==> src/shared/dcpwm_defines.svh <==
// Offsets, field positions, reset values and counts of the two-channel
// PWM counter. Included by the package and the design; definitions only.
`ifndef DCPWM_DEFINES_SVH
`define DCPWM_DEFINES_SVH

// Register byte offsets on the APB bus
`define DCPWM_OFF_CSC 8'h00
`define DCPWM_OFF_CNT 8'h04
`define DCPWM_OFF_LIMH 8'h08
`define DCPWM_OFF_LIML 8'h0C
`define DCPWM_OFF_C0CTL 8'h10
`define DCPWM_OFF_C0CMP 8'h14
`define DCPWM_OFF_C1CTL 8'h18
`define DCPWM_OFF_C1CMP 8'h1C

// Counter status and control bit positions
`define DCPWM_CSC_FLAG 7
`define DCPWM_CSC_IE 6
`define DCPWM_CSC_HALT 5
`define DCPWM_CSC_CLR 4

// Channel control bit positions
`define DCPWM_CH_FLAG 7

// Reset values
`define DCPWM_CSC_RESET 8'h20
`define DCPWM_LIM_RESET 8'hFF

// Prescaler: six bits give divide by up to 64, code 7 gives no tick
`define DCPWM_PRE_W 6
`define DCPWM_PS_OFF 3'h7

`endif

==> src/shared/dcpwm_pkg.sv <==
// Types of the two-channel PWM counter: control fields and full state.
// Needs dcpwm_defines.svh on the include path.
`include "dcpwm_defines.svh"

package dcpwm_pkg;

    // Counter status and control fields, laid out as the register reads
    typedef struct packed {
        logic flag;
        logic irq_en;
        logic halt;
        logic clr;
        logic zero;
        logic [2:0] div;
    } dcpwm_csc_t;

    // Channel status and control fields, laid out as the register reads
    typedef struct packed {
        logic flag;
        logic irq_en;
        logic [1:0] mode;
        logic [1:0] act;
        logic tov;
        logic full;
    } dcpwm_ch_t;

    // Whole state of the block
    typedef struct packed {
        dcpwm_csc_t csc;
        logic wrap_armed;
        logic wrap_inhibit;
        logic [`DCPWM_PRE_W-1:0] pre;
        logic [15:0] cnt;
        logic [7:0] lim_hi;
        logic [7:0] lim_lo;
        dcpwm_ch_t [1:0] ch;
        logic [1:0] ch_armed;
        logic [1:0][15:0] cmp;
        logic pair_active;
        logic pair_last;
        logic [1:0] pin;
        logic [1:0] pin_oe;
        logic irq;
        logic wake;
        logic [31:0] prdata;
        logic pready;
        logic pslverr;
    } dcpwm_state_t;

endpackage

==> src/verilog/dcpwm_top.sv <==
// Two-channel PWM counter with an APB register slave.
// Assumes one 200 MHz clock pclk, asynchronous active-low presetn, and
// wait and stop indications driven by logic on the same clock.
//
// The implementer's own choices: the APB register port and the placing of the registers.
`timescale 1ns/1ps
`include "dcpwm_defines.svh"

module dcpwm_top
    import dcpwm_pkg::*;
(
    input wire logic pclk,
    input wire logic presetn,
    input wire logic psel,
    input wire logic penable,
    input wire logic pwrite,
    input wire logic [7:0] paddr,
    input wire logic [31:0] pwdata,
    output logic [31:0] prdata,
    output logic pready,
    output logic pslverr,
    input wire logic wait_mode,
    input wire logic stop_mode,
    output logic first_channel_pin,
    output logic first_channel_pin_oe,
    output logic second_channel_pin,
    output logic second_channel_pin_oe,
    output logic irq_req,
    output logic wake_req
);

    dcpwm_state_t s_q; // Registered state
    dcpwm_state_t s_d; // Next state

    // Values decoded from the state in every cycle
    logic [15:0] limit; // Period limit from its two bytes
    logic [`DCPWM_PRE_W-1:0] pre_mask; // Prescaler terminal pattern
    logic running; // Counter may advance
    logic tick; // Prescaled timer clock enable
    logic wrap; // Counter at limit on a tick
    logic [15:0] cnt_nx; // Counter value after the tick
    logic link; // Channels joined into one buffered output
    logic [1:0][15:0] cmp_eff; // Compare value each channel uses
    logic [1:0] ch_use; // Channel acts as an output compare
    logic [1:0] match; // Compare match this tick
    logic setup; // APB setup cycle
    logic acc; // APB access cycle that completes
    logic wr; // Completing, accepted write
    logic rd; // Completing, accepted read
    logic mapped; // Address names a register
    logic [31:0] rdat; // Read data of the addressed register

    // The prescaler is a free binary count; a tick comes when its low
    // bits, as many as the divider code, are all ones. Code 7 never
    // ticks, so the counter simply stands.
    // Limit, prescaler pattern and tick generation
    always_comb begin
        // The limit is split in two bytes for byte-wide software
        limit = {s_q.lim_hi, s_q.lim_lo};
        pre_mask = `DCPWM_PRE_W'((7'h01 << s_q.csc.div) - 7'h01);
        running = ~s_q.csc.halt & ~stop_mode;
        tick = running & (s_q.csc.div != `DCPWM_PS_OFF)
            & ((s_q.pre & pre_mask) == pre_mask);
        wrap = tick & (s_q.cnt == limit);
        cnt_nx = (s_q.cnt == limit) ? 16'h0000 : s_q.cnt + 16'h0001;
    end

    // Matching on the value the counter is about to take lets the pin
    // register change on the same edge as the counter, so the pin and
    // the count never disagree by a cycle.
    // Unlinked, a new compare value is used from the next tick on; a value the
    // counter has already passed waits for the next period.
    // Active compare values and match detection
    always_comb begin
        link = s_q.ch[0].mode[1];
        cmp_eff[0] = (link & s_q.pair_active) ? s_q.cmp[1] : s_q.cmp[0];
        cmp_eff[1] = s_q.cmp[1];
        ch_use[0] = s_q.ch[0].mode != 2'b00;
        // Channel one drops out while folded into the pair
        ch_use[1] = (s_q.ch[1].mode != 2'b00) & ~link;
        for (int i = 0; i < 2; i++) begin
            // Equality on the value the counter now takes
            match[i] = tick & ch_use[i] & (cnt_nx == cmp_eff[i]);
        end
    end

    // The slave answers every transfer with exactly one access cycle:
    // read data and the error are captured in the setup cycle, so the
    // access cycle needs no further decode on the read side.
    // Wait mode closes every register, so a sleeping core cannot
    // disturb a running waveform.
    // APB phase decode and register read mux
    always_comb begin
        setup = psel & ~penable;
        acc = psel & penable & s_q.pready;
        wr = acc & pwrite & ~s_q.pslverr;
        rd = acc & ~pwrite & ~s_q.pslverr;
        mapped = 1'b1;
        rdat = 32'h0000_0000;
        case (paddr)
            `DCPWM_OFF_CSC: begin
                rdat[7:0] = {s_q.csc.flag, s_q.csc.irq_en, s_q.csc.halt,
                    1'b0, 1'b0, s_q.csc.div};
            end
            `DCPWM_OFF_CNT: begin
                rdat[15:0] = s_q.cnt;
            end
            `DCPWM_OFF_LIMH: begin
                rdat[7:0] = s_q.lim_hi;
            end
            `DCPWM_OFF_LIML: begin
                rdat[7:0] = s_q.lim_lo;
            end
            `DCPWM_OFF_C0CTL: begin
                rdat[7:0] = s_q.ch[0];
            end
            `DCPWM_OFF_C0CMP: begin
                rdat[15:0] = s_q.cmp[0];
            end
            `DCPWM_OFF_C1CTL: begin
                rdat[7:0] = s_q.ch[1];
            end
            `DCPWM_OFF_C1CMP: begin
                rdat[15:0] = s_q.cmp[1];
            end
            default: begin
                mapped = 1'b0; // Unmapped: error, reads zero
            end
        endcase
    end

    // All state changes meet here. Order matters: the counter steps first, then
    // clears and software writes, flag sets and pin actions last, so a flag event
    // that lands in the same cycle as a flag clear always wins.
    // Next-state logic for counter, flags, pins and bus answer
    always_comb begin
        // Hold everything unless a branch below says otherwise
        s_d = s_q;
        s_d.pready = 1'b0;
        s_d.pslverr = 1'b0;

        // Prescaler and counter
        // Stop mode and the halt bit both freeze the prescaler
        if (running) begin
            s_d.pre = s_q.pre + `DCPWM_PRE_W'(1);
        end
        if (tick) begin
            s_d.cnt = cnt_nx;
        end

        // Wrap flag: an overflow cancels a pending clear
        if (wrap) begin
            s_d.wrap_armed = 1'b0;
        end

        // The pair written last takes over only at a wrap, so a width
        // change never cuts a pulse short in the middle of a period.
        // Pair switch-over at each wrap
        if (!link) begin
            s_d.pair_active = 1'b0;
            s_d.pair_last = 1'b0;
        end else if (wrap) begin
            s_d.pair_active = s_q.pair_last;
        end

        // Channel match flags; a match cancels a pending clear
        for (int i = 0; i < 2; i++) begin
            if (match[i]) begin
                s_d.ch_armed[i] = 1'b0;
            end
        end

        // Setup cycle: latch read data and answer for the access cycle
        if (setup) begin
            s_d.pready = 1'b1;
            s_d.pslverr = ~mapped | wait_mode;
            s_d.prdata = (mapped & ~wait_mode) ? rdat : 32'h0000_0000;
        end

        // Reading a status register with its flag set arms the clear
        // An event in the same cycle as the read leaves it unarmed
        if (rd && paddr == `DCPWM_OFF_CSC && s_q.prdata[`DCPWM_CSC_FLAG]) begin
            s_d.wrap_armed = ~wrap;
        end
        // Same two-step clear for each channel flag
        for (int i = 0; i < 2; i++) begin
            if (rd && s_q.prdata[`DCPWM_CH_FLAG] && paddr ==
                ((i == 0) ? `DCPWM_OFF_C0CTL : `DCPWM_OFF_C1CTL)) begin
                s_d.ch_armed[i] = ~match[i];
            end
        end

        // Writes land on the access edge only; a refused transfer has
        // pslverr set and never reaches this point.
        // Register writes
        if (wr) begin
            case (paddr)
                `DCPWM_OFF_CSC: begin
                    s_d.csc.irq_en = pwdata[`DCPWM_CSC_IE];
                    s_d.csc.halt = pwdata[`DCPWM_CSC_HALT];
                    s_d.csc.div = pwdata[2:0];
                    if (!pwdata[`DCPWM_CSC_FLAG] && s_q.wrap_armed && !wrap) begin
                        s_d.csc.flag = 1'b0;
                        s_d.wrap_armed = 1'b0;
                    end
                    // Clear bit is not stored: it acts once, reads zero
                    if (pwdata[`DCPWM_CSC_CLR]) begin
                        s_d.cnt = 16'h0000;
                        s_d.pre = '0;
                    end
                end
                `DCPWM_OFF_LIMH: begin
                    s_d.lim_hi = pwdata[7:0];
                    // Counter still wraps; only the flag waits
                    s_d.wrap_inhibit = 1'b1;
                end
                `DCPWM_OFF_LIML: begin
                    s_d.lim_lo = pwdata[7:0];
                    s_d.wrap_inhibit = 1'b0;
                end
                `DCPWM_OFF_C0CTL, `DCPWM_OFF_C1CTL: begin
                    for (int i = 0; i < 2; i++) begin
                        if (paddr == ((i == 0) ? `DCPWM_OFF_C0CTL
                            : `DCPWM_OFF_C1CTL)) begin
                            s_d.ch[i][6:0] = pwdata[6:0];
                            if (!pwdata[`DCPWM_CH_FLAG] && s_q.ch_armed[i]
                                && !match[i]) begin
                                s_d.ch[i].flag = 1'b0;
                                s_d.ch_armed[i] = 1'b0;
                            end
                        end
                    end
                end
                `DCPWM_OFF_C0CMP: begin
                    s_d.cmp[0] = pwdata[15:0];
                    s_d.pair_last = 1'b0;
                end
                `DCPWM_OFF_C1CMP: begin
                    s_d.cmp[1] = pwdata[15:0];
                    s_d.pair_last = link;
                end
                default: begin
                    // Counter register is read-only
                    s_d.cnt = s_d.cnt; // Read-only or unmapped: no effect
                end
            endcase
        end

        // Event flags: hardware set wins over any clear above
        if (wrap && !s_q.wrap_inhibit) begin
            s_d.csc.flag = 1'b1;
        end
        for (int i = 0; i < 2; i++) begin
            if (match[i]) begin
                s_d.ch[i].flag = 1'b1;
            end
        end

        // Toggle at the wrap starts the pulse, the compare force ends
        // it. Without the toggle the force keeps hitting the level that
        // is already there, which gives a steady 0% output.
        // A released pin (action 00 or idle channel) is not driven; an idle
        // channel keeps its last level, under action 00 toggle and hold still act.
        // Pin actions: toggle at wrap, then compare forces the pin
        for (int i = 0; i < 2; i++) begin
            if (ch_use[i]) begin
                if (wrap && s_q.ch[i].tov) begin
                    s_d.pin[i] = ~s_q.pin[i];
                end
                if (match[i]) begin
                    case (s_q.ch[i].act)
                        2'b01: s_d.pin[i] = ~s_d.pin[i];
                        2'b10: s_d.pin[i] = 1'b0;
                        2'b11: s_d.pin[i] = 1'b1;
                        default: s_d.pin[i] = s_d.pin[i];
                    endcase
                end
                if (s_q.ch[i].full && s_q.ch[i].tov) begin
                    // Hold the pulse level: opposite of the compare force
                    s_d.pin[i] = ~s_q.ch[i].act[0];
                end
            end
            // Channel one lets go of its pin while linked
            s_d.pin_oe[i] = ch_use[i] & (s_q.ch[i].act != 2'b00);
        end

        // The request follows the flags one cycle late; channel one
        // cannot request while it is folded into the pair.
        // Interrupt request and wake indication
        s_d.irq = (s_q.csc.flag & s_q.csc.irq_en)
            | (s_q.ch[0].flag & s_q.ch[0].irq_en)
            | (s_q.ch[1].flag & s_q.ch[1].irq_en & ~link);
        // Wake only matters while the core sleeps
        s_d.wake = s_d.irq & wait_mode;
    end

    // Reset brings the counter to a halt with the limit at all ones,
    // so nothing moves until software has set the block up.
    // State register
    always_ff @(posedge pclk or negedge presetn) begin
        if (!presetn) begin
            s_q <= '0;
            s_q.csc <= `DCPWM_CSC_RESET;
            s_q.lim_hi <= `DCPWM_LIM_RESET;
            s_q.lim_lo <= `DCPWM_LIM_RESET;
        end else begin
            s_q <= s_d;
        end
    end

    // Outputs straight from the state register
    // No logic between the state register and the pins
    assign prdata = s_q.prdata;
    assign pready = s_q.pready;
    assign pslverr = s_q.pslverr;
    assign first_channel_pin = s_q.pin[0];
    assign first_channel_pin_oe = s_q.pin_oe[0];
    assign second_channel_pin = s_q.pin[1];
    assign second_channel_pin_oe = s_q.pin_oe[1];
    assign irq_req = s_q.irq;
    assign wake_req = s_q.wake;

endmodule

==> config.mk <==
export PLATFORM = sky130hd
export DESIGN_NAME = dcpwm_top
export DESIGN_NICKNAME = d
export VERILOG_FILES = /design/src/shared/dcpwm_pkg.sv /design/src/verilog/dcpwm_top.sv
export VERILOG_INCLUDE_DIRS = /design/src /design/src/shared
export SDC_FILE = /design/constraint.sdc
export NUM_CORES = 1
export LEC_CHECK = 0
export BUFFER_PORTS_ARGS = -buffer_cell sky130_fd_sc_hd__buf_4
export CAP_MARGIN = 20
export CORE_ASPECT_RATIO = 0.7
export CORE_MARGIN = 2
export CORE_UTILIZATION = 34
export DETAILED_ROUTE_END_ITERATION = 10
export SETUP_SLACK_MARGIN = 0.1
export SYNTH_ARGS = -nofsm -noshare
export SYNTH_HDL_FRONTEND = slang
export SYNTH_SLANG_ARGS = --single-unit
==> constraint.sdc <==
create_clock -name pclk -period 6.6 [get_ports pclk]
set_clock_uncertainty 0.1 [all_clocks]
set_input_delay 0.66 -clock pclk [delete_from_list [all_inputs] [get_ports pclk]]
set_output_delay 0.66 -clock pclk [all_outputs]
set_load 0.005 [all_outputs]
* Yosys cells after proc, flatten, opt, wreduce, memory -nomap -nowiden
Index checks and enable logic that the tools add are counted.
Cells by class: add/subtract/negate cells 3, eq/ne operators 19, shift operators 1, multiplexer cells 56, bitwise logic cells 46, reductions and logical operators 51
Operators with widths (number):
- 16-bit two-way mux | 7
- 90-bit two-way mux | 1
- 8-bit case mux with 8 select lines | 1
- 16-bit == test | 3
- 8-bit by 5-bit == test with 1-bit output, second input constant | 4
- 8-bit two-way mux | 4
- 2-bit nonzero test | 16
- 1-bit two-way mux | 31
- 1-bit bitwise AND | 25
- 8-bit case mux with 3 select lines | 1
- 22-bit two-way mux | 1
- 18-bit two-way mux | 1
- 1-bit inverter | 17
- 16-bit by 1-bit adder with 16-bit output, second input constant | 1
- 8-bit by 4-bit == test with 1-bit output, second input constant | 2
- 1-bit logical AND | 16
- 6-bit two-way mux | 2
- 2-bit AND reduction | 6
- 3-bit AND reduction | 3
- 2-bit == test, second input constant | 4
- 8-bit by 3-bit == test with 1-bit output, second input constant | 1
- 8-bit logical NOT | 1
- 4-bit AND reduction | 2
- 8-bit OR reduction | 1
- 15 further kinds | 25
Storage, ports and cells: bits in registers 122, output and inout bits 40

* Longest topological paths before layout
Gate-level depths: netlist (run 1).
depth after elaboration 14, gate-level depth with buffers 13, depth with buffers taken out 11

* Worst setup path before layout (run 1)
Ideal clock, no wire load.
path type reg-to-reg, start point reg s_q[109] (netlist bit), end point reg s_q (netlist bit first_channel_pin), library setup time 0.130 ns, data arrival time 2.678 ns, required time 6.370 ns, slack 3.692 ns, cell stages (with the launch flop) 11, path buffers 1, period minus slack after synthesis 2.908 ns, path through dfrtp_1 -> ha_1 -> nand3_2 -> buf_2 -> o21a_1 -> or4b_2 -> o32ai_1 -> a2bb2oi_1 -> or3_1 -> o31ai_1 -> a21oi_1
On the way: longest elaborated chain between the ends 9, elaborated cells between the ends (all ways) 13
Ends and longest elaborated chain:
- start, declared | RTL line dcpwm_top.sv:32 | dcpwm_state_t s_q;
- parallel branches: the longest is 7 deep, another holds 16-bit by 1-bit adder with 16-bit output
- 1-bit two-way mux * | RTL line dcpwm_top.sv:270 | if (match[i]) begin
- 1-bit two-way mux * | RTL line dcpwm_top.sv:278 | if (s_q.ch[i].full && s_q.ch[i].tov) begin
Mark *: on every way between the ends. The select of a mux whose other input is x is not followed. A chain may end at the register's enable or synchronous reset.

==> Flow_metrics.wiki, run 1 <==
{| class="wikitable"
! Metric !! Value
|-
| Outcome || finished clean
|-
| Die area || 24,150 µm²
|-
| Post-CTS repair timing setup buffer count || 0
|-
| Commonest non-fill, non-tap cells in the layout || sky130_fd_sc_hd__dfrtp_1, sky130_fd_sc_hd__mux2_2, sky130_fd_sc_hd__nor2_1, sky130_fd_sc_hd__buf_4, sky130_fd_sc_hd__nand2_1
|-
| Maximum fanout along the worst path || 33
|-
| Final critical-path share of the clock period || 62.01%
|-
| Area added between synthesis and finish || 13.30%
|-
| Sequential cell area || 3074 µm²
|-
| Filler cells || 2,244
|-
| Worst-skew pair later-pin latency || 420 ps
|-
| Buffers added on ports || 54
|-
| CTS tree || yes
|-
| Global-route wire length before repair || 35.07 mm
|-
| All-layer global routing usage || 19.21%
|-
| Share of synthesized cell area in full adder, half adder and majority cells || 0.4819%
|-
| Total placed cells including tap cells || 1,101
|-
| Overflow left after global routing || 0
|-
| Area leader, netlist || sky130_fd_sc_hd__dfrtp_1
|-
| Crit path DAT || 4280 ps
|-
| Max-capacitance violation count || 0
|-
| Placed wire-length estimate || 16.53 mm
|-
| Post-CTS clock slew at the launch and capture registers of the worst setup and hold paths || 60 ps
|-
| Site row count || 46
|-
| Buffer and inverter count on the worst path || 1
|-
| Post-route DRC violation count || 0
|-
| Dominant combinational cell family by area after synthesis || simple AND/OR/NAND/NOR gates
|-
| Slew of the pin with the lowest slew margin || 1040 ps
|-
| Number of sinks on the clock net || 122
|-
| Layout Cells excl Fill || 1,135
|-
| Multiplexer share of the synthesized area || 16.22%
|-
| Per-cell routed wire length || 19.73 µm
|-
| Unrepaired setup endpoints after global routing || no
|-
| Placer congestion estimate || 0.8997
|-
| Critical path's largest stage delay || 610 ps
|-
| Maximum number of pins on one net before global-route repair || 80
|-
| FFs w/ async S/R, synth || 100.0%
|-
| Worst slew margin relative to its limit || 30.41%
|-
| Total number of H-tree levels || 4
|-
| Slowest CP cell || sky130_fd_sc_hd__nor4_1
|-
| Hold-fix buffer count after cts || 0
|-
| Class of the tightest hold or removal check || in2async
|-
| Crit path kind || reg2reg
|-
| FMAX || 0.2444 GHz
|-
| Clock root buffer master || sky130_fd_sc_hd__clkbuf_16
|-
| Count of cell types in the netlist || 81
|-
| DR vias/cell || 5.519
|-
| Met2 WL || 9.040 mm
|-
| Total routed wirelength || 22.39 mm
|-
| Uppermost signal routing layer after detailed routing || met5
|-
| Synthesized-area fraction occupied by ao, oa, aoi and oai cells || 13.49%
|-
| Count of antenna diodes in the layout || 0
|-
| CTS buffer count || 17
|-
| Count of warnings emitted by yosys || 0
|-
| Total negative slack || 0 ps
|-
| Synth Instances || 792
|-
| Count of flip-flops with a built-in enable after synthesis || 0
|-
| Via count of the first global-routing pass || 5,800
|-
| Multi-input gate area in the final layout || 4273 µm²
|-
| DRT antenna net count || 0
|-
| Flop2flop setup slack || 2510 ps
|-
| Total power divided by cell area || 238.7 nW/µm²
|-
| Post-synthesis instance area || 7789 µm²
|-
| Ratio of cells with drive above 1 in the final layout || 25.39%
|-
| Die span in y || 130.6 µm
|-
| Area share of the largest cell type after synthesis || 33.73%
|-
| Setup crit start kind || flip-flop
|-
| Simple-gate share of the synthesized area || 18.36%
|-
| Pleak || 3.985 nW
|-
| Final non-filler cell area || 8825 µm²
|-
| Final Hold Fails || 0
|-
| Initial antenna violation count || 0
|-
| Iteration-0 DRC count of the detailed router || 596
|-
| VDD IR max || 0.1796 mV
|-
| Number of register bits inferred by synthesis || 122
|-
| Met3 WL post-DR || 1.894 mm
|-
| Area inside the core boundary || 22,560 µm²
|-
| Die Width || 184.9 µm
|-
| Average instance area after synthesis || 9.834 µm²
|-
| Post-synthesis sequential area ratio || 39.47%
|-
| Final Net Count || 860
|-
| Max-slew violation count || 0
|-
| Kind of end point of the critical path || flip-flop
|-
| Most frequent standard cell in the layout excluding fill and tap cells || sky130_fd_sc_hd__dfrtp_1
|-
| Detailed-routing iteration count for the pre-antenna-repair pass || 5
|-
| Post-CTS Resized || 0
|-
| Number of endpoints failing setup at the final stage || 0
|-
| Top Ports || 87
|-
| Top Family by Delay on Critical Path || simple AND/OR/NAND/NOR gates
|-
| Worst-path cell chain || xor2_1 -> nor4_1 -> and4_1 -> buf_4 -> o21a_1 -> o22ai_1 -> or4_1 -> nor3_1 -> nor2_1
|-
| Data required, critical path || 6780 ps
|-
| Total cell area at the placement stage || 8237 µm²
|-
| Maximum number of buffers from clock root to sink || 2
|-
| Min Tclk post-route || 4092 ps
|-
| Vias || 6,264
|-
| Xor-xnor portion of the synthesized cell area || 5.526%
|-
| Effective utilization at floorplan || 34.52%
|-
| Top FF cell, synth || sky130_fd_sc_hd__dfrtp_1
|-
| Most area-consuming cells after synthesis || sky130_fd_sc_hd__dfrtp_1, sky130_fd_sc_hd__mux2_2, sky130_fd_sc_hd__dfstp_2
|-
| M1 wire length || 11.20 mm
|}
cells by family (layout without fill, tap and decap cells):
logic type,Yosys count,count (layout)
flip-flops,122,122
multiplexers,104,104
AND/OR/NAND/NOR,258,258
adder cells (fa/ha/maj),3,3
other,1,16
XOR/XNOR,46,46
AO/OA/AOI/OAI,167,167
buffers and inverters,91,107
cell type report:
class | instances | share of cell area [%]
clock buffers | 17 | 4.821
clock inverters | 15 | 1.446
inverters | 13 | 0.5530
multi-input cells | 594 | 48.42
flip-flops and latches | 122 | 34.84
well taps | 312 | 4.424
repair buffers | 62 | 5.501
sequential cells by signal (all words and copies together), names as in the netlist, 16 cells and up:
register / count
s_q: 65
cmp_eff: 16
limit: 16
prdata: 16
per-layer routing:
metal  up-vias  global-route usage [%]
li1       2890                       -
met1      3108                   30.66
met2       248                   26.09
met3        16                   3.880
met4         2                   3.875
met5         -                   2.000
synth_stat cells (11+ instances only):
cell type,n
sky130_fd_sc_hd__a21oi_1,32
sky130_fd_sc_hd__a22oi_1,12
sky130_fd_sc_hd__a31oi_1,14
sky130_fd_sc_hd__buf_2,13
sky130_fd_sc_hd__buf_4,35
sky130_fd_sc_hd__clkbuf_1,22
sky130_fd_sc_hd__dfrtp_1,105
sky130_fd_sc_hd__dfstp_2,17
sky130_fd_sc_hd__inv_1,13
sky130_fd_sc_hd__mux2_2,67
sky130_fd_sc_hd__mux2i_1,25
sky130_fd_sc_hd__mux4_2,11
sky130_fd_sc_hd__nand2_1,58
sky130_fd_sc_hd__nand3_1,14
sky130_fd_sc_hd__nand4_1,20
sky130_fd_sc_hd__nor2_1,65
sky130_fd_sc_hd__nor3_1,13
sky130_fd_sc_hd__o21ai_0,52
sky130_fd_sc_hd__or3_1,14
sky130_fd_sc_hd__xnor2_1,16
sky130_fd_sc_hd__xor2_1,28
worst paths after layout:
check | startpoint | end | cells past startpoint
hold reg to reg | s_q[130]$_DFFE_PN0P_ | s_q[139]$_DFFE_PN0P_ | 1
min in group pclk | wait_mode | wake_req$_DFF_PN0_ | 2
setup reg to reg | s_q[116]$_DFF_PN0_ | s_q[75]$_DFF_PN0_ | 9
hold / removal | presetn | cmp_eff[24]$_DFFE_PN0P_ | 1
max in group asynchronous | presetn | limit[15]$_DFFE_PN1P_ | 3
setup / recovery | s_q[116]$_DFF_PN0_ | s_q[75]$_DFF_PN0_ | 9
where the power goes:
group	internal (mW)	switching, mW	leakage, nW
Clock	0.516	0.364	0.261
Sequential	0.776	0.0469	1.60
Combinational	0.141	0.261	2.13
stage by stage:
step | worst slack, ps | util (%) | power, mW | hold WS (ps)
floorplan | 3692 | - | 1.123 | 264.4
global placement | 2696 | 36.51 | 1.230 | 351.5
detailed placement | 2652 | 36.51 | 1.231 | 375.1
CTS | 2631 | 38.96 | 2.120 | 154.4
global route | 2442 | 39.11 | 2.212 | 183.5
finish | 2508 | 39.11 | 2.106 | 134.5
No activity file was read; power rests on OpenSTA's default activity.
==> run 2: changes to the inputs <==
--- a/config.mk
+++ b/config.mk
@@ -6,6 +6,7 @@
 export SDC_FILE = /design/constraint.sdc
 export NUM_CORES = 1
 export LEC_CHECK = 0
+export ABC_AREA = 1
 export BUFFER_PORTS_ARGS = -buffer_cell sky130_fd_sc_hd__buf_4
 export CAP_MARGIN = 20
 export CORE_ASPECT_RATIO = 0.7
==> constraint.sdc (replaced) <==
create_clock -name pclk -period 4.1 [get_ports pclk]
set_clock_uncertainty 0.1 [all_clocks]
set_input_delay 0.41 -clock pclk [delete_from_list [all_inputs] [get_ports pclk]]
set_output_delay 0.41 -clock pclk [all_outputs]
set_load 0.005 [all_outputs]
==> Flow_metrics.wiki, run 2 <==
{| class="wikitable"
! Metric !! Value
|-
| Total placed cells including tap cells || 1,346
|-
| Slew of the pin with the lowest slew margin || 1080 ps
|-
| Top FF cell, synth || sky130_fd_sc_hd__dfrtp_1
|-
| Most numerous cell in the Yosys netlist || sky130_fd_sc_hd__nand2_1
|-
| Synth Instances || 1,043
|-
| FMAX || 0.3066 GHz
|-
| Setup crit start kind || flip-flop
|-
| Average instance area after synthesis || 7.135 µm²
|-
| Total routed wirelength || 24.76 mm
|-
| Per-cell routed wire length || 17.97 µm
|-
| Most numerous cell types in the synthesized netlist || sky130_fd_sc_hd__nand2_1, sky130_fd_sc_hd__inv_1, sky130_fd_sc_hd__o21ai_0
|-
| Min Tclk post-route || 3261 ps
|-
| Initial antenna violation count || 0
|-
| Buffers added on ports || 54
|-
| Total power divided by cell area || 382.2 nW/µm²
|-
| Pleak || 4.220 nW
|-
| Final Net Count || 1,133
|-
| Area added between synthesis and finish || 15.53%
|-
| DR vias/cell || 5.040
|-
| Placed wire-length estimate || 18.77 mm
|-
| Die span in y || 127.8 µm
|-
| Layout Cells excl Fill || 1,378
|-
| Clock root buffer master || sky130_fd_sc_hd__clkbuf_16
|-
| Outcome || finished clean
|-
| Count of cell types in the netlist || 46
|-
| DRT antenna net count || 0
|-
| Count of warnings emitted by yosys || 0
|-
| Vias || 6,945
|-
| Max-capacitance violation count || 0
|-
| Area share of the largest cell type after synthesis || 35.31%
|-
| Crit path kind || reg2reg
|-
| Site row count || 45
|-
| Global-route wire length before repair || 38.34 mm
|-
| Count of antenna diodes in the layout || 0
|-
| Maximum fanout along the worst path || 7
|-
| Kind of end point of the critical path || flip-flop
|-
| Post-synthesis instance area || 7442 µm²
|-
| Design Power || 3.286 mW
|-
| Via count of the first global-routing pass || 6,469
|-
| Max-slew violation count || 0
|-
| Maximum number of pins on one net before global-route repair || 65
|-
| Number of endpoints failing setup at the final stage || 0
|-
| Data required, critical path || 4320 ps
|-
| Number of register bits inferred by synthesis || 122
|-
| Maximum number of buffers from clock root to sink || 2
|-
| FFs w/ async S/R, synth || 100.0%
|-
| Overflow left after global routing || 0
|-
| Critical path's largest stage delay || 420 ps
|-
| Worst slew margin relative to its limit || 27.77%
|-
| Ratio of cells with drive above 1 in the final layout || 14.69%
|-
| Number of flip-flops under the largest register name || 65
|-
| Post-synthesis sequential area ratio || 41.31%
|-
| Count of flip-flops with a built-in enable after synthesis || 0
|-
| Total negative slack || 0 ps
|-
| Unrepaired setup endpoints after global routing || no
|-
| Iteration-0 DRC count of the detailed router || 792
|-
| Most frequent standard cell in the layout excluding fill and tap cells || sky130_fd_sc_hd__nand2_1
|-
| Total number of H-tree levels || 4
|-
| Die Width || 180.8 µm
|-
| Buffer and inverter count on the worst path || 3
|-
| Commonest non-fill, non-tap cells in the layout || sky130_fd_sc_hd__nand2_1, sky130_fd_sc_hd__inv_1, sky130_fd_sc_hd__o21ai_0, sky130_fd_sc_hd__dfrtp_1, sky130_fd_sc_hd__nor2_1
|-
| Die area || 23,110 µm²
|-
| Area inside the core boundary || 21,560 µm²
|-
| All-layer global routing usage || 22.01%
|-
| Slowest CP cell || sky130_fd_sc_hd__dfrtp_1
|-
| Area leader, netlist || sky130_fd_sc_hd__dfrtp_1
|-
| Class of the tightest hold or removal check || in2async
|-
| Post-CTS repair timing setup buffer count || 0
|-
| Detailed-routing iteration count for the pre-antenna-repair pass || 6
|-
| Filler cells || 2,253
|-
| Number of sinks on the clock net || 122
|-
| Placer congestion estimate || 0.9474
|-
| Library cell appearing most often on the critical path || sky130_fd_sc_hd__nand3_1
|-
| Post-route DRC violation count || 0
|-
| Reg with most FFs || s_q
|-
| Worst-path cell chain || inv_1 -> nand3_1 -> ha_1 -> inv_1 -> nand2_1 -> nand3_1 -> nor3_1 -> nand3_1 -> nor2_1 -> nand2_1 -> nor2_1 -> nand4_1 -> nor2_1 -> nand4_1 -> nand3_1 -> inv_1
|-
| Top Family by Delay on Critical Path || simple AND/OR/NAND/NOR gates
|-
| Post-CTS Resized || 0
|-
| Most area-consuming cells after synthesis || sky130_fd_sc_hd__dfrtp_1, sky130_fd_sc_hd__nand2_1, sky130_fd_sc_hd__o21ai_0
|-
| Top Ports || 87
|-
| Worst-skew pair later-pin latency || 430 ps
|-
| CTS buffer count || 17
|-
| Crit path DAT || 3480 ps
|-
| VDD IR max || 0.2780 mV
|-
| CTS tree || yes
|-
| Post-CTS clock slew at the launch and capture registers of the worst setup and hold paths || 60 ps
|-
| Final Hold Fails || 0
|-
| Effective utilization at floorplan || 34.51%
|-
| Hold-fix buffer count after cts || 0
|-
| Final critical-path share of the clock period || 79.54%
|}
[run 2: changes by cell type after synthesis, sizes merged, moves of 16 or more]
cell	change
mux2	-60
o22ai	+22
inv	+132
nor2	+25
nand3	+46
mux2i	-25
xor2	-16
nand2	+244
o21ai	+68
[run 2: path summary, 6_finish.rpt]
path	from	end	slack [ps]	cells past startpoint
worst min register to register	s_q[130]$_DFFE_PN0P_	s_q[139]$_DFFE_PN0P_	360	1
min in group pclk	penable	pready$_DFF_PN0_	70	2
max in group asynchronous	presetn	limit[6]$_DFFE_PN1P_	3000	2
worst max register to register	s_q[134]$_DFFE_PN0P_	s_q[74]$_DFF_PN0_	840	16
worst max-delay path	s_q[134]$_DFFE_PN0P_	s_q[74]$_DFF_PN0_	840	16
worst min-delay path	presetn	s_q[120]$_DFF_PN0_	10	1
[run 2: through the flow]
stage	setup slack, ps	utilization (%)	hold slack [ps]	instance area (µm²)
after floorplan	1746	-	14.41	7498
after global placement	989.3	36.92	338.8	7963
after detailed placement	965.5	36.92	356.0	7963
after CTS	937.2	39.87	42.57	8598
after global routing	530.4	39.87	72.35	8598
final	838.8	39.87	12.85	8598
[run 2: logic make-up after synthesis]
| group | after synthesis | synth area share, % |
|---|---|---|
| compound gates | 200 | 14.43 |
| xor+xnor | 13 | 1.782 |
| fa+ha+maj | 3 | 0.5044 |
| buf+inv | 202 | 12.27 |
| flops | 122 | 41.31 |
| mux | 8 | 1.211 |
| other cells | 1 | 0.05039 |
| simple gates | 494 | 28.45 |
[run 2: worst reg2reg max path, cell delays in order, from the launching register on]
cell and delay (ps):
sky130_fd_sc_hd__dfrtp_1 420, sky130_fd_sc_hd__inv_1 200, sky130_fd_sc_hd__nand3_1 110, sky130_fd_sc_hd__ha_1 290, sky130_fd_sc_hd__inv_1 40, sky130_fd_sc_hd__nand2_1 60, sky130_fd_sc_hd__nand3_1 70, sky130_fd_sc_hd__nor3_1 200
sky130_fd_sc_hd__nand3_1 350, sky130_fd_sc_hd__nor2_1 330, sky130_fd_sc_hd__nand2_1 90, sky130_fd_sc_hd__nor2_1 140, sky130_fd_sc_hd__nand4_1 140, sky130_fd_sc_hd__nor2_1 140, sky130_fd_sc_hd__nand4_1 270, sky130_fd_sc_hd__nand3_1 160
sky130_fd_sc_hd__inv_1 50
[run 2: final cells by class]
cell class                      count  area, µm²  area share (%)
Sequential cell                   122       3074           35.75
Inverter                          147      551.8           6.417
Clock inverter                     13      192.7           2.241
Clock buffer                       19      442.9           5.151
Tap cell                          282      352.8           4.104
Timing Repair Buffer               61      470.5           5.471
Multi-Input combinational cell    734       3513           40.86
[run 2: power by group]
| part | internal, mW | leakage, nW | switching [mW] |
|---|---|---|---|
| registers | 1.25 | 1.43 | 0.0475 |
| logic | 0.128 | 2.48 | 0.225 |
| clock network | 1.04 | 0.304 | 0.597 |
[run 2: layer usage]
metal,share of wire [%],global-route usage (%),vias up
met1,49,33.68,3246
met3,9.6,5.824,23
met2,40,30.66,276
met4,0.92,4.791,0
met5,0,0,-
li1,-,-,3400
==> run 3: changes to the inputs <==
--- a/config.mk
+++ b/config.mk
@@ -6,7 +6,7 @@
 export SDC_FILE = /design/constraint.sdc
 export NUM_CORES = 1
 export LEC_CHECK = 0
-export ABC_AREA = 1
+export ABC_AREA = 0
 export BUFFER_PORTS_ARGS = -buffer_cell sky130_fd_sc_hd__buf_4
 export CAP_MARGIN = 20
 export CORE_ASPECT_RATIO = 0.7
==> constraint.sdc (replaced) <==
create_clock -name pclk -period 2.7 [get_ports pclk]
set_clock_uncertainty 0.1 [all_clocks]
set_input_delay 0.27 -clock pclk [delete_from_list [all_inputs] [get_ports pclk]]
set_output_delay 0.27 -clock pclk [all_outputs]
set_load 0.005 [all_outputs]
==> Flow_metrics.wiki, run 3 (synthesis gave the netlist of run 1 again) <==
{| class="wikitable"
! Metric !! Value
|-
| Buffer and inverter count on the worst path || 2
|-
| Unrepaired setup endpoints after global routing || yes
|-
| Maximum fanout along the worst path || 4
|-
| Post-route DRC violation count || 0
|-
| Met2 WL || 10.38 mm
|-
| Commonest non-fill, non-tap cells in the layout || sky130_fd_sc_hd__buf_4, sky130_fd_sc_hd__dfrtp_1, sky130_fd_sc_hd__mux2_2, sky130_fd_sc_hd__nor2_1, sky130_fd_sc_hd__nand2_1
|-
| Per-cell routed wire length || 19.89 µm
|-
| Area inside the core boundary || 22,560 µm²
|-
| Iteration-0 DRC count of the detailed router || 642
|-
| Count of antenna diodes in the layout || 0
|-
| Via count of the first global-routing pass || 6,600
|-
| Total power divided by cell area || 559.9 nW/µm²
|-
| Max-capacitance violation count || 0
|-
| Final critical-path share of the clock period || 112.6%
|-
| Worst-skew pair later-pin latency || 430 ps
|-
| CTS tree || yes
|-
| Effective utilization at floorplan || 34.52%
|-
| Uppermost signal routing layer after detailed routing || met4
|-
| Total cell area at the placement stage || 9410 µm²
|-
| Fraction of power spent switching nets || 33.03%
|-
| Maximum number of pins on one net before global-route repair || 56
|-
| Share of total power in the clock network || 38.8%
|-
| Final Net Count || 1,024
|-
| Total negative slack || -1391 ps
|-
| Total number of H-tree levels || 4
|-
| Die Width || 184.9 µm
|-
| Number of flip-flops under the largest register name || 65
|-
| Top Family by Delay on Critical Path || simple AND/OR/NAND/NOR gates
|-
| Multi-input gate area in the final layout || 4588 µm²
|-
| DR vias/cell || 5.430
|-
| Maximum number of buffers from clock root to sink || 2
|-
| Library cell appearing most often on the critical path || sky130_fd_sc_hd__buf_4
|-
| Most frequent standard cell in the layout excluding fill and tap cells || sky130_fd_sc_hd__buf_4
|-
| Layout Cells excl Fill || 1,299
|-
| Worst path setup slack after routing || -341.5 ps
|-
| All-layer global routing usage || 21.91%
|-
| Outcome || finished with violations
|-
| Number of sinks on the clock net || 122
|-
| Slowest CP cell || sky130_fd_sc_hd__dfstp_2
|-
| Class of the tightest hold or removal check || in2reg
|-
| Area added between synthesis and finish || 34.59%
|-
| Number of endpoints failing setup at the final stage || 6
|-
| M1 wire length || 12.64 mm
|-
| Critical path's largest stage delay || 570 ps
|-
| Crit path DAT || 3250 ps
|-
| DRT antenna net count || 0
|-
| Met3 WL post-DR || 2.354 mm
|-
| Initial antenna violation count || 0
|-
| Final non-filler cell area || 10,480 µm²
|-
| Site row count || 46
|-
| Min Hold Slack || 28.20 ps
|-
| Worst slew margin relative to its limit || 65.17%
|-
| Buffers added on ports || 54
|-
| Die area || 24,150 µm²
|-
| Placer congestion estimate || 0.8950
|-
| Clock root buffer master || sky130_fd_sc_hd__clkbuf_16
|-
| Placed wire-length estimate || 19.57 mm
|-
| Top Ports || 87
|-
| CTS buffer count || 17
|-
| Pleak || 4.909 nW
|-
| Violations in the final reports || negative setup slack
|-
| Setup crit start kind || flip-flop
|-
| Min Tclk post-route || 3041 ps
|-
| Worst-path cell chain || xor2_1 -> nor4_1 -> buf_4 -> and4_4 -> mux2_4 -> nor4b_4 -> nand4_1 -> nor4_4 -> buf_4 -> a21oi_1
|-
| Data required, critical path || 2910 ps
|-
| Slew of the pin with the lowest slew margin || 507.9 ps
|-
| Kind of end point of the critical path || flip-flop
|-
| Switching pwr || 1.939 mW
|-
| Max-slew violation count || 0
|-
| Detailed-routing iteration count for the pre-antenna-repair pass || 5
|-
| Share of power burned in registers || 33.8%
|-
| Filler cells || 2,131
|-
| VDD IR max || 0.4725 mV
|-
| Crit path kind || reg2reg
|-
| Sequential cell area || 3082 µm²
|-
| Global-route wire length before repair || 39.29 mm
|-
| Die span in y || 130.6 µm
|-
| Total routed wirelength || 25.84 mm
|-
| Ratio of cells with drive above 1 in the final layout || 42.25%
|-
| Overflow left after global routing || 0
|-
| Flop2flop setup slack || -340 ps
|-
| Reg with most FFs || s_q
|-
| Post-CTS clock slew at the launch and capture registers of the worst setup and hold paths || 70 ps
|-
| Vias || 7,053
|-
| Setup slack at placement || -527.3 ps
|-
| Total placed cells including tap cells || 1,242
|-
| Combinational group share of total power || 27.4%
|-
| FMAX || 0.3288 GHz
|-
| Final Hold Fails || 0
|-
| Internal power component || 3.931 mW
|}
## run 3: cell types whose count changed in the layout (fill, tap and decap cells not counted), sizes merged, moves of 46 or more
cell   before  now
nand2     303   59
buf        61  215
inv       147   23
o21ai     121   53
mux2        8   68
nand3      62   16
## run 3: metal layers
layer  vias up  track usage [%]
li1       3234                -
met1      3464            33.51
met2       313            30.80
met3        42            5.294
met4         0            5.182
met5         -                0
## run 3: power by group through the flow
stage                     combinational, mW  clock [mW]  sequential, mW
final                                  1.61        2.28            1.98
after CTS                              1.57        2.31            1.98
after floorplan                       0.814           0            2.00
after global routing                   1.72        2.41            1.99
after detailed placement               1.39           0            2.01
after global placement                 1.38           0            2.01
## run 3: worst paths after layout
kind                                            from                      end  cells after the start
worst max-delay path            limit[0]$_DFFE_PN1P_        s_q[74]$_DFF_PN0_                     10
worst min-delay path                       pwdata[7]  cmp_eff[23]$_DFFE_PN0P_                      2
worst max register to register  limit[0]$_DFFE_PN1P_        s_q[74]$_DFF_PN0_                     10
worst min register to register  s_q[130]$_DFFE_PN0P_     s_q[139]$_DFFE_PN0P_                      1
max in group asynchronous                    presetn     s_q[137]$_DFFE_PN1P_                      3
min in group asynchronous                    presetn      s_q[54]$_DFFE_PN0P_                      2
## run 3: repair_timing
action | CTS | global route
setup buffers | 11 | 3
pin swaps | 18 | 11
resized for setup | 36 | 32
hold buffers | 11 | 0
setup endpoints to repair | 17 | 22
hold endpoints to repair | 45 | 0
## run 3: through the flow
stage | utilization [%] | power, mW
6_report | 46.46 | 5.869
5_1_grt | 46.46 | 6.124
4_1_cts | 45.79 | 5.863
3_5_place_dp | 41.71 | 3.409
3_3_place_gp | 41.71 | 3.391
2_1_floorplan | - | 2.814
## run 3: layout make-up
class	instances	share of cell area, %
multi-input combinational	594	43.77
sequential	122	29.40
timing repair buffer	226	17.14
clock buffer	17	4.058
tap	312	3.724
clock inverter	15	1.444
inverter	13	0.4655
